File: config.mk
export PLATFORM = sky130hd
export DESIGN_NAME = cfwx_exec
export DESIGN_NICKNAME = d
export VERILOG_FILES = /design/src/logic/cfwx_pkg.sv /design/src/logic/cfwx_exec.sv
export SDC_FILE = /design/constraint.sdc
export NUM_CORES = 1
export LEC_CHECK = 0
export BUFFER_PORTS_ARGS = -buffer_cell sky130_fd_sc_hd__buf_2
export CORE_MARGIN = 4
export CORE_UTILIZATION = 37
export CTS_BUF_LIST = sky130_fd_sc_hd__clkbuf_4 sky130_fd_sc_hd__clkbuf_8
export CTS_CLUSTER_SIZE = 24
export DETAILED_ROUTE_END_ITERATION = 10
export GPL_TIMING_DRIVEN = 0
export PLACE_DENSITY = 0.71
export REMOVE_ABC_BUFFERS = 1
export SLEW_MARGIN = 40
export SYNTH_ARGS = -nofsm -noshare
export SYNTH_HDL_FRONTEND = slang
export SYNTH_SLANG_ARGS = --single-unit
File: constraint.sdc
create_clock -name clock -period 2.25 [get_ports clock]
set_clock_uncertainty 0.15 [all_clocks]
set_input_delay 0.45 -clock clock [delete_from_list [all_inputs] [get_ports clock]]
set_output_delay 0.45 -clock clock [all_outputs]
set_load 0.1 [all_outputs]
File: src/logic/cfwx_pkg.sv
// constants shared by the clear-file and watchdog-clear execute block
package cfwx_pkg;

  // ****************************************************************
  // apb register byte offsets
  // ****************************************************************
  localparam logic [7:0] CTRL_OFFSET = 8'h00;
  localparam logic [7:0] BANK_OFFSET = 8'h04;
  localparam logic [7:0] INDEX_OFFSET = 8'h08;
  localparam logic [7:0] STATUS_OFFSET = 8'h0C;
  localparam logic [7:0] LAST_ADDR_OFFSET = 8'h10;
  localparam logic [7:0] COUNT_OFFSET = 8'h14;

  // ****************************************************************
  // field positions
  // ****************************************************************
  localparam int unsigned CTRL_EXT_BIT = 0;
  localparam int unsigned STATUS_ZERO_BIT = 2;
  localparam int unsigned STATUS_PD_BIT = 3;
  localparam int unsigned STATUS_TO_BIT = 4;
  localparam int unsigned COUNT_WDT_LSB = 16;

  // ****************************************************************
  // widths and address map of the data memory
  // ****************************************************************
  localparam int unsigned FILE_W = 8;
  localparam int unsigned BANK_W = 4;
  localparam int unsigned ADDR_W = 12;
  localparam int unsigned COUNT_W = 16;
  localparam logic [7:0] ACCESS_SPLIT = 8'h5F;
  localparam logic [3:0] ACCESS_LOW_BANK = 4'h0;
  localparam logic [3:0] ACCESS_HIGH_BANK = 4'hF;
  localparam logic [7:0] CLEAR_VALUE = 8'h00;

  // ****************************************************************
  // reset values
  // ****************************************************************
  localparam logic RESET_EXT = 1'b0;
  localparam logic [3:0] RESET_BANK = 4'h0;
  localparam logic [11:0] RESET_INDEX = 12'h000;
  localparam logic RESET_ZERO = 1'b0;
  localparam logic RESET_TO = 1'b1;
  localparam logic RESET_PD = 1'b1;
  localparam logic [31:0] RESET_RDATA = 32'h0000_0000;

  typedef enum logic {
    CFWX_APB_WAIT,
    CFWX_APB_DONE
  } cfwx_apb_state_type;

endpackage : cfwx_pkg

File: src/logic/cfwx_exec.sv
// execute logic for the clear-file and watchdog-clear instructions
// ******************************************************************
// How it works
// - a clear-file op writes zero into the addressed file register.
// - a clear-file op sets the zero flag and leaves other flags alone.
// - with access bit one, the bank select register gives the bank.
// - with access bit zero and extended clear, the access bank is used, bank ignored.
// - access bit zero plus extended set uses indexed literal offset low.
// - a watchdog-clear op sets timeout and power-down flags only.
// ******************************************************************
`timescale 1ns/1ps

module cfwx_exec (
  input wire logic clock,
  input wire logic reset,
  input wire logic psel,
  input wire logic penable,
  input wire logic pwrite,
  input wire logic [7:0] paddr,
  input wire logic [31:0] pwdata,
  output logic [31:0] prdata,
  output logic pready,
  output logic pslverr,
  input wire logic clear_file_op,
  input wire logic [7:0] file_operand,
  input wire logic access_sel,
  input wire logic watchdog_clear_op,
  input wire logic timeout_event,
  input wire logic sleep_event,
  output logic mem_write,
  output logic [11:0] mem_addr,
  output logic [7:0] mem_wdata,
  output logic watchdog_counter_clear,
  output logic postscaler_clear,
  output logic zero_flag,
  output logic timeout_flag,
  output logic powerdown_flag
);

  // ****************************************************************
  // apb slave state
  // ****************************************************************
  cfwx_pkg::cfwx_apb_state_type apb_state_reg;
  cfwx_pkg::cfwx_apb_state_type apb_state_next;
  logic [31:0] prdata_reg;
  logic [31:0] prdata_next;
  logic pready_reg;
  logic pready_next;
  logic pslverr_reg;
  logic pslverr_next;
  logic ext_enable_reg;
  logic ext_enable_next;
  logic [3:0] bank_select_register_reg;
  logic [3:0] bank_select_register_next;
  logic [11:0] index_base_reg;
  logic [11:0] index_base_next;
  logic apb_commit;
  logic apb_write;
  logic addr_hit;

  // ****************************************************************
  // execute state
  // ****************************************************************
  logic mem_write_reg;
  logic mem_write_next;
  logic [11:0] mem_addr_reg;
  logic [11:0] mem_addr_next;
  logic [7:0] mem_wdata_reg;
  logic [7:0] mem_wdata_next;
  logic wdt_clear_reg;
  logic wdt_clear_next;
  logic post_clear_reg;
  logic post_clear_next;
  logic zero_flag_reg;
  logic zero_flag_next;
  logic timeout_flag_reg;
  logic timeout_flag_next;
  logic powerdown_flag_reg;
  logic powerdown_flag_next;
  logic [11:0] last_addr_reg;
  logic [11:0] last_addr_next;
  logic [15:0] clear_count_reg;
  logic [15:0] clear_count_next;
  logic [15:0] wdt_count_reg;
  logic [15:0] wdt_count_next;
  logic [11:0] target_addr;

  // decode of the mapped offsets, used for both the write strobe and errors
  function automatic logic mapped(input logic [7:0] addr);
    mapped = (addr == cfwx_pkg::CTRL_OFFSET) ||
             (addr == cfwx_pkg::BANK_OFFSET) ||
             (addr == cfwx_pkg::INDEX_OFFSET) ||
             (addr == cfwx_pkg::STATUS_OFFSET) ||
             (addr == cfwx_pkg::LAST_ADDR_OFFSET) ||
             (addr == cfwx_pkg::COUNT_OFFSET);
  endfunction : mapped

  // saturating-free wrap counter step, shared by both op counters
  function automatic logic [15:0] bump(input logic [15:0] value, input logic hit);
    bump = hit ? value + 16'h0001 : value;
  endfunction : bump

  // ****************************************************************
  // apb register file
  // ****************************************************************
  // one wait state: pready is registered so every output is a flop
  assign apb_commit = psel && penable && pready_reg;
  assign apb_write = apb_commit && pwrite && mapped(paddr);
  assign addr_hit = mapped(paddr);

  always_comb begin
    apb_state_next = apb_state_reg;
    prdata_next = prdata_reg;
    pready_next = 1'b0;
    pslverr_next = 1'b0;
    ext_enable_next = ext_enable_reg;
    bank_select_register_next = bank_select_register_reg;
    index_base_next = index_base_reg;
    case (apb_state_reg)
      cfwx_pkg::CFWX_APB_WAIT: begin
        if (psel && penable) begin
          pready_next = 1'b1;
          pslverr_next = !addr_hit;
          prdata_next = cfwx_pkg::RESET_RDATA;
          apb_state_next = cfwx_pkg::CFWX_APB_DONE;
          if (!pwrite) begin
            case (paddr)
              cfwx_pkg::CTRL_OFFSET: begin
                prdata_next[cfwx_pkg::CTRL_EXT_BIT] = ext_enable_reg;
              end
              cfwx_pkg::BANK_OFFSET: begin
                prdata_next[3:0] = bank_select_register_reg;
              end
              cfwx_pkg::INDEX_OFFSET: begin
                prdata_next[11:0] = index_base_reg;
              end
              cfwx_pkg::STATUS_OFFSET: begin
                prdata_next[cfwx_pkg::STATUS_ZERO_BIT] = zero_flag_reg;
                prdata_next[cfwx_pkg::STATUS_PD_BIT] = powerdown_flag_reg;
                prdata_next[cfwx_pkg::STATUS_TO_BIT] = timeout_flag_reg;
              end
              cfwx_pkg::LAST_ADDR_OFFSET: begin
                prdata_next[11:0] = last_addr_reg;
              end
              cfwx_pkg::COUNT_OFFSET: begin
                prdata_next[15:0] = clear_count_reg;
                prdata_next[31:16] = wdt_count_reg;
              end
              default: begin
                prdata_next = cfwx_pkg::RESET_RDATA;
              end
            endcase
          end
        end
      end
      cfwx_pkg::CFWX_APB_DONE: begin
        apb_state_next = cfwx_pkg::CFWX_APB_WAIT;
        if (apb_write && paddr == cfwx_pkg::CTRL_OFFSET) begin
          ext_enable_next = pwdata[cfwx_pkg::CTRL_EXT_BIT];
        end
        if (apb_write && paddr == cfwx_pkg::BANK_OFFSET) begin
          bank_select_register_next = pwdata[3:0];
        end
        if (apb_write && paddr == cfwx_pkg::INDEX_OFFSET) begin
          index_base_next = pwdata[11:0];
        end
      end
      default: begin
        apb_state_next = cfwx_pkg::CFWX_APB_WAIT;
      end
    endcase
  end

  always_ff @(posedge clock) begin
    if (reset) begin
      apb_state_reg <= cfwx_pkg::CFWX_APB_WAIT;
      prdata_reg <= cfwx_pkg::RESET_RDATA;
      pready_reg <= 1'b0;
      pslverr_reg <= 1'b0;
      ext_enable_reg <= cfwx_pkg::RESET_EXT;
      bank_select_register_reg <= cfwx_pkg::RESET_BANK;
      index_base_reg <= cfwx_pkg::RESET_INDEX;
    end else begin
      apb_state_reg <= apb_state_next;
      prdata_reg <= prdata_next;
      pready_reg <= pready_next;
      pslverr_reg <= pslverr_next;
      ext_enable_reg <= ext_enable_next;
      bank_select_register_reg <= bank_select_register_next;
      index_base_reg <= index_base_next;
    end
  end

  // ****************************************************************
  // target address of a clear-file op
  // ****************************************************************
  always_comb begin
    if (access_sel) begin
      target_addr = {bank_select_register_reg, file_operand};
    end else if (ext_enable_reg && file_operand <= cfwx_pkg::ACCESS_SPLIT) begin
      // offset is unsigned and wraps inside the 4k data space
      target_addr = index_base_reg + {4'h0, file_operand};
    end else if (file_operand <= cfwx_pkg::ACCESS_SPLIT) begin
      target_addr = {cfwx_pkg::ACCESS_LOW_BANK, file_operand};
    end else begin
      target_addr = {cfwx_pkg::ACCESS_HIGH_BANK, file_operand};
    end
  end

  // ****************************************************************
  // execute and status flags
  // ****************************************************************
  always_comb begin
    mem_write_next = clear_file_op;
    mem_addr_next = clear_file_op ? target_addr : mem_addr_reg;
    mem_wdata_next = cfwx_pkg::CLEAR_VALUE;
    wdt_clear_next = watchdog_clear_op;
    post_clear_next = watchdog_clear_op;
    last_addr_next = clear_file_op ? target_addr : last_addr_reg;
    clear_count_next = bump(clear_count_reg, clear_file_op);
    wdt_count_next = bump(wdt_count_reg, watchdog_clear_op);
    zero_flag_next = zero_flag_reg;
    timeout_flag_next = timeout_flag_reg;
    powerdown_flag_next = powerdown_flag_reg;
    // software may clear zero, but a clear-file op in the same cycle wins
    if (apb_write && paddr == cfwx_pkg::STATUS_OFFSET) begin
      zero_flag_next = pwdata[cfwx_pkg::STATUS_ZERO_BIT];
    end
    if (clear_file_op) begin
      zero_flag_next = 1'b1;
    end
    if (timeout_event) begin
      timeout_flag_next = 1'b0;
    end
    if (sleep_event) begin
      powerdown_flag_next = 1'b0;
    end
    // set beats a same-cycle clear so a restart is never lost
    if (watchdog_clear_op) begin
      timeout_flag_next = 1'b1;
      powerdown_flag_next = 1'b1;
    end
  end

  always_ff @(posedge clock) begin
    if (reset) begin
      mem_write_reg <= 1'b0;
      mem_addr_reg <= 12'h000;
      mem_wdata_reg <= cfwx_pkg::CLEAR_VALUE;
      wdt_clear_reg <= 1'b0;
      post_clear_reg <= 1'b0;
      zero_flag_reg <= cfwx_pkg::RESET_ZERO;
      timeout_flag_reg <= cfwx_pkg::RESET_TO;
      powerdown_flag_reg <= cfwx_pkg::RESET_PD;
      last_addr_reg <= 12'h000;
      clear_count_reg <= 16'h0000;
      wdt_count_reg <= 16'h0000;
    end else begin
      mem_write_reg <= mem_write_next;
      mem_addr_reg <= mem_addr_next;
      mem_wdata_reg <= mem_wdata_next;
      wdt_clear_reg <= wdt_clear_next;
      post_clear_reg <= post_clear_next;
      zero_flag_reg <= zero_flag_next;
      timeout_flag_reg <= timeout_flag_next;
      powerdown_flag_reg <= powerdown_flag_next;
      last_addr_reg <= last_addr_next;
      clear_count_reg <= clear_count_next;
      wdt_count_reg <= wdt_count_next;
    end
  end

  // ****************************************************************
  // outputs
  // ****************************************************************
  assign prdata = prdata_reg;
  assign pready = pready_reg;
  assign pslverr = pslverr_reg;
  assign mem_write = mem_write_reg;
  assign mem_addr = mem_addr_reg;
  assign mem_wdata = mem_wdata_reg;
  assign watchdog_counter_clear = wdt_clear_reg;
  assign postscaler_clear = post_clear_reg;
  assign zero_flag = zero_flag_reg;
  assign timeout_flag = timeout_flag_reg;
  assign powerdown_flag = powerdown_flag_reg;

endmodule : cfwx_exec

==> results of run 1 <==
## power by group
group          switching, mW  internal (mW)  total [mW]
logic                  0.364          0.105       0.470
clock network          0.602          0.715        1.32
registers             0.0307           1.80        1.83
total                  0.997           2.62        3.61
## timing repair
item,in CTS,in global routing
gates cloned,0,0
resized for setup,2,4
endpoints found under the setup margin,33,17
buffers inserted,1,0
pin swaps,1,0
## cells in the mapped netlist, types with 10 or more instances
| cell | count |
|---|---|
| nand3_1 | 23 |
| clkbuf_1 | 21 |
| nor3_1 | 11 |
| xnor2_1 | 10 |
| nand4_1 | 12 |
| dfxtp_1 | 100 |
| inv_1 | 10 |
| ha_1 | 10 |
| nand2_1 | 49 |
| a22oi_1 | 31 |
| o21ai_0 | 22 |
| mux2i_1 | 27 |
| xor2_1 | 18 |
| nor2_1 | 93 |
| a21oi_1 | 19 |
## cell type report
class                   count  share of cell area, %
well taps                 172                   3.85
repair buffers             93                   9.28
inverters                  10                  0.672
clock buffers              13                   2.98
multi-input cells         413                   46.1
clock inverters             3                   1.23
flip-flops and latches    100                   35.9
## final timing paths
check | from | to | depth (start not counted)
worst max register to register | index_base_reg[0] | last_addr_reg[6] | 8
worst min register to register | prdata[4] | prdata[4] | 2
worst max-delay path | index_base_reg[0] | last_addr_reg[6] | 8
worst min-delay path | timeout_event | timeout_flag | 2
## placed cells by master, fill, tap and decap left out, drive strengths merged, types with 13 or more instances in the layout
master,netlist,final
a21oi,19,19
a22oi,31,31
buf,16,93
clkbuf,21,13
dfxtp,100,100
mux2i,27,27
nand2,49,49
nand3,23,23
nor2,93,93
o21ai,22,22
xor2,18,18
## critical path, stage by stage (launching register included)
cell	delay [ps]
dfxtp_2	350
ha_1	160
inv_1	50
fa_2	340
nor2b_2	180
o2111a_2	240
nor4_1	50
o31a_1	280
a211oi_1	220
## routing by layer
layer	up-vias	share of wire [%]	wire length [um]	global-route usage [%]
met5	-	0	0	0
met4	0	2.5	299	6.65
met3	19	6.3	752	4.76
met2	127	46	5500	25.4
met1	1942	45	5450	21.6
li1	2088	-	-	-
## logic make-up after synthesis
| kind of cell | share of synthesized area (%) |
|---|---|
| fa+ha+maj | 3.05 |
| flops | 42.1 |
| compound gates | 14.6 |
| buf+inv | 4.66 |
| simple gates | 23.2 |
| xor+xnor | 5.16 |
| other cells | 0.0789 |
| mux | 7.11 |
==> flow_summary.toml, run 1 <==
[run_status]
status = "finished clean"

[route]
wire_per_inst_um = 14.9
drtIter0Drc = 293
drc_errors = 0
ant_nets = 0
wl_um = 12000
route.vias.total = 4176
via_per_inst = 5.19
dr.pass1.iters = 4

[logic_synthesis]
synth_cell_types = 55
netlist_top_cells_area = "dfxtp_1 (42%), nor2_1 (7.3%), mux2i_1 (5.7%)"
yosys.area.top_type = "dfxtp_1"
ys.flop_type = "dfxtp_1"
synth_seq_cells = 100
synth-edff-count = 0
ys_seq_area_share_pct = 42.1
postSynthCellCount = 553
syn-cell-area_sq_um = 4750
async_flop_share_pct = 0
syn_avg_cell_area_sq_um = 8.60
yosysWarnings = 0
yosysTopAreaCellShare_pct = 42.1

[floorplanning]
pin_count = 118
initial_utilization_pct = 37.7
die_width_um = 121
core_sq_um = 12600
dieHeight_um = 121
dieArea_sq_um = 14700
row_count = 41

[layout]
multi_input_area_sq_um = 2570
final_net_count = 696
finish.utilization_pct = 44.2
num-fill-cells = 1278
largest_reg_flops = 32
num_antenna_cells = 0
drive_above_1_share_pct = 19.9
areaGrowthSynthToFinish_pct = 17.4
final_cells = 804
finish.instance_area_sq_um = 5580
ff_latch_area_sq_um = 2000

[cts]
cts_buffer_depth = 2
cts_tree = "done"
cts_hold_buf = 0
cts.clk_slew.worst_paths_ps = 90
root_buffer = "clkbuf_8"
worstSkewPairLatency_ps = 370
cts_buffers = 9
htree_levels = 3
clkSinkCount = 100

[placed_design]
dp_hpwl_um = 9020
place_worst_setup_slack_ps = -590
place_congestion = 0.851
dp.cells = 787
placed_area_sq_um = 5320
port_buffers = 89

[grt]
grt_pass1_vias = 3909
overflow = 0
antenna_found_initial = 0
grtUsageTotal_pct = 16.4
grt_pass1_wl_um = 19100
grt_start_max_net_pins = 65

[worst_setup_path]
cp_max_fo = 3
crit_type = "reg -> reg"
required_ps = 2380
reg2reg_setup_slack_ps = 120
startpoint_type = "register"
arrival_ps = 2260
worstSetupEndpointType = "register"

[timing]
rsz0062_at_grt = "false"
hold_viol = 0
slew_headroom_pct = 62.2
period_share_pct = 94.5
worstMarginPinSlew_ps = 563
period_needed_ps = 2130
whs_ps = 98.2
tns_ps = 0
setup_slack_ps = 123
setup_viol = 0
fmax_mhz = 470
finalMaxSlewViolations = 0

[pwr]
p_per_area_nw_per_um2 = 647
power.total_mw = 3.61
max-vdd-ir-drop_v = 0.000289
p_leak_nw = 2.25

[flow_run]
max-cap-violations = 0

[min_path]
worst_hold_path_type = "in -> reg"
Power figures use the tool's default switching activity.
==> run 2: changes to the inputs <==
Settings changed: CTS_BUF_LIST sky130_fd_sc_hd__clkbuf_4 sky130_fd_sc_hd__clkbuf_8 to unset.
==> flow_summary.toml, run 2 (synthesis results as in run 1) <==
[worst_setup_path]
cp.depth = 8
critPathBufInv = 1
startpoint_type = "register"
max_stage_delay_ps = 350
arrival_ps = 2270
required_ps = 2370
cp_max_fo = 3
crit_chain = "ha_1, inv_1, fa_2, nor2b_2, o2111a_2, o311a_1, o211a_1, o211ai_1"
reg2regPathDepth = 8
critical_path.slowest_cell = "o311a_1"
crit_type = "reg -> reg"
critPathTopFamily = "compound AO/OA/AOI/OAI gates"
worstSetupEndpointType = "register"

[floorplanning]
pin_count = 118
dieArea_sq_um = 14700
initial_utilization_pct = 37.7
dieHeight_um = 121
core_sq_um = 12600
row_count = 41
die_width_um = 121

[route]
drtIter0Drc = 310
wire_per_inst_um = 15.1
wl_um = 12100
via_per_inst = 5.25
route.vias.total = 4219
ant_nets = 0
dr.pass1.iters = 6
drc_errors = 0

[timing]
hold_viol = 0
worstMarginPinSlew_ps = 575
setup_slack_ps = 97.2
rsz0062_at_grt = "false"
fmax_mhz = 465
setup_viol = 0
slew_headroom_pct = 61.3
period_share_pct = 95.7
period_needed_ps = 2150
finalMaxSlewViolations = 0
whs_ps = 124

[layout]
final_cells = 804
multi_input_area_sq_um = 2570
final_common_cell = "dfxtp_1"
drive_above_1_share_pct = 19.6
finish.utilization_pct = 45.0
final_cell_mix = "dfxtp_1 (99), nor2_1 (93), buf_2 (88), nand2_1 (49), a22oi_1 (31)"
num_antenna_cells = 0
ff_latch_area_sq_um = 2000
largest_reg_flops = 32
num-fill-cells = 1269
final_net_count = 696
areaGrowthSynthToFinish_pct = 19.4

[grt]
grtUsageTotal_pct = 16.5
antenna_found_initial = 0
grt_pass1_vias = 3931
overflow = 0
grt_pass1_wl_um = 19300
grt_start_max_net_pins = 65

[cts]
cts_tree = "done"
htree_levels = 3
cts_buffer_depth = 2
worstSkewPairLatency_ps = 350
cts.clk_slew.worst_paths_ps = 70
root_buffer = "clkbuf_16"
clkSinkCount = 100
cts_hold_buf = 0
cts_buffers = 9

[min_path]
worst_hold_path_type = "in -> reg"
hold_depth = 2

[placed_design]
port_buffers = 89
dp.cells = 787
place_worst_setup_slack_ps = -590
place_congestion = 0.851
dp_hpwl_um = 9020

[pwr]
power.total_mw = 3.99
max-vdd-ir-drop_v = 0.000442
p_per_area_nw_per_um2 = 702
p_leak_nw = 2.29

[flow_run]
max-cap-violations = 0

[run_status]
status = "finished clean"
[run 2: cell counts in the layout (fill, tap and decap cells not counted)]
No cell type changed its count.
[run 2: what timing repair did]
action                     CTS  global route
setup endpoints to repair   33            17
buffers inserted             1             0
pin swaps                    1             0
resized for setup            2             4
[run 2: worst paths after layout]
path                  endpoint  slack [ps]              start
max          last_addr_reg[10]         100  index_base_reg[0]
min               timeout_flag         120      timeout_event
min reg2reg          prdata[4]         290          prdata[4]
max reg2reg  last_addr_reg[10]         100  index_base_reg[0]
[run 2: final cells by class]
| class | instances | area share, % |
|---|---|---|
| Timing Repair Buffer | 93 | 9.12 |
| Sequential cell | 100 | 35.3 |
| Inverter | 10 | 0.661 |
| Tap cell | 172 | 3.79 |
| Clock inverter | 3 | 1.21 |
| Clock buffer | 13 | 4.58 |
| Multi-Input combinational cell | 413 | 45.3 |
[run 2: per-stage QoR]
step                TNS (ps)  instance area [sq um]
floorplan             -17440                   4600
global placement      -40780                   5260
detailed placement    -18060                   5320
CTS                        0                   5670
global route               0                   5680
finish                     0                   5680
[run 2: report_power, final]
part | leakage [nW] | switching, mW | internal [mW] | total, mW
Combinational | 1.32 | 0.365 | 0.106 | 0.471
Sequential | 0.811 | 0.0309 | 1.80 | 1.83
Clock | 0.160 | 0.648 | 1.04 | 1.69
[run 2: metal layers]
| metal | GRT usage, % | part of all wire [%] |
|---|---|---|
| met4 | 6.58 | 2.6 |
| met5 | 0 | 0 |
| met1 | 21.7 | 44 |
| met3 | 4.62 | 6.8 |
| met2 | 25.6 | 46 |
[run 2: worst reg2reg max path, stage by stage (launching register included)]
cell and delay, ps:
dfxtp_2 330, ha_1 190, inv_1 90, fa_2 220, nor2b_2 60, o2111a_2 280, o311a_1 350, o211a_1 220
o211ai_1 190
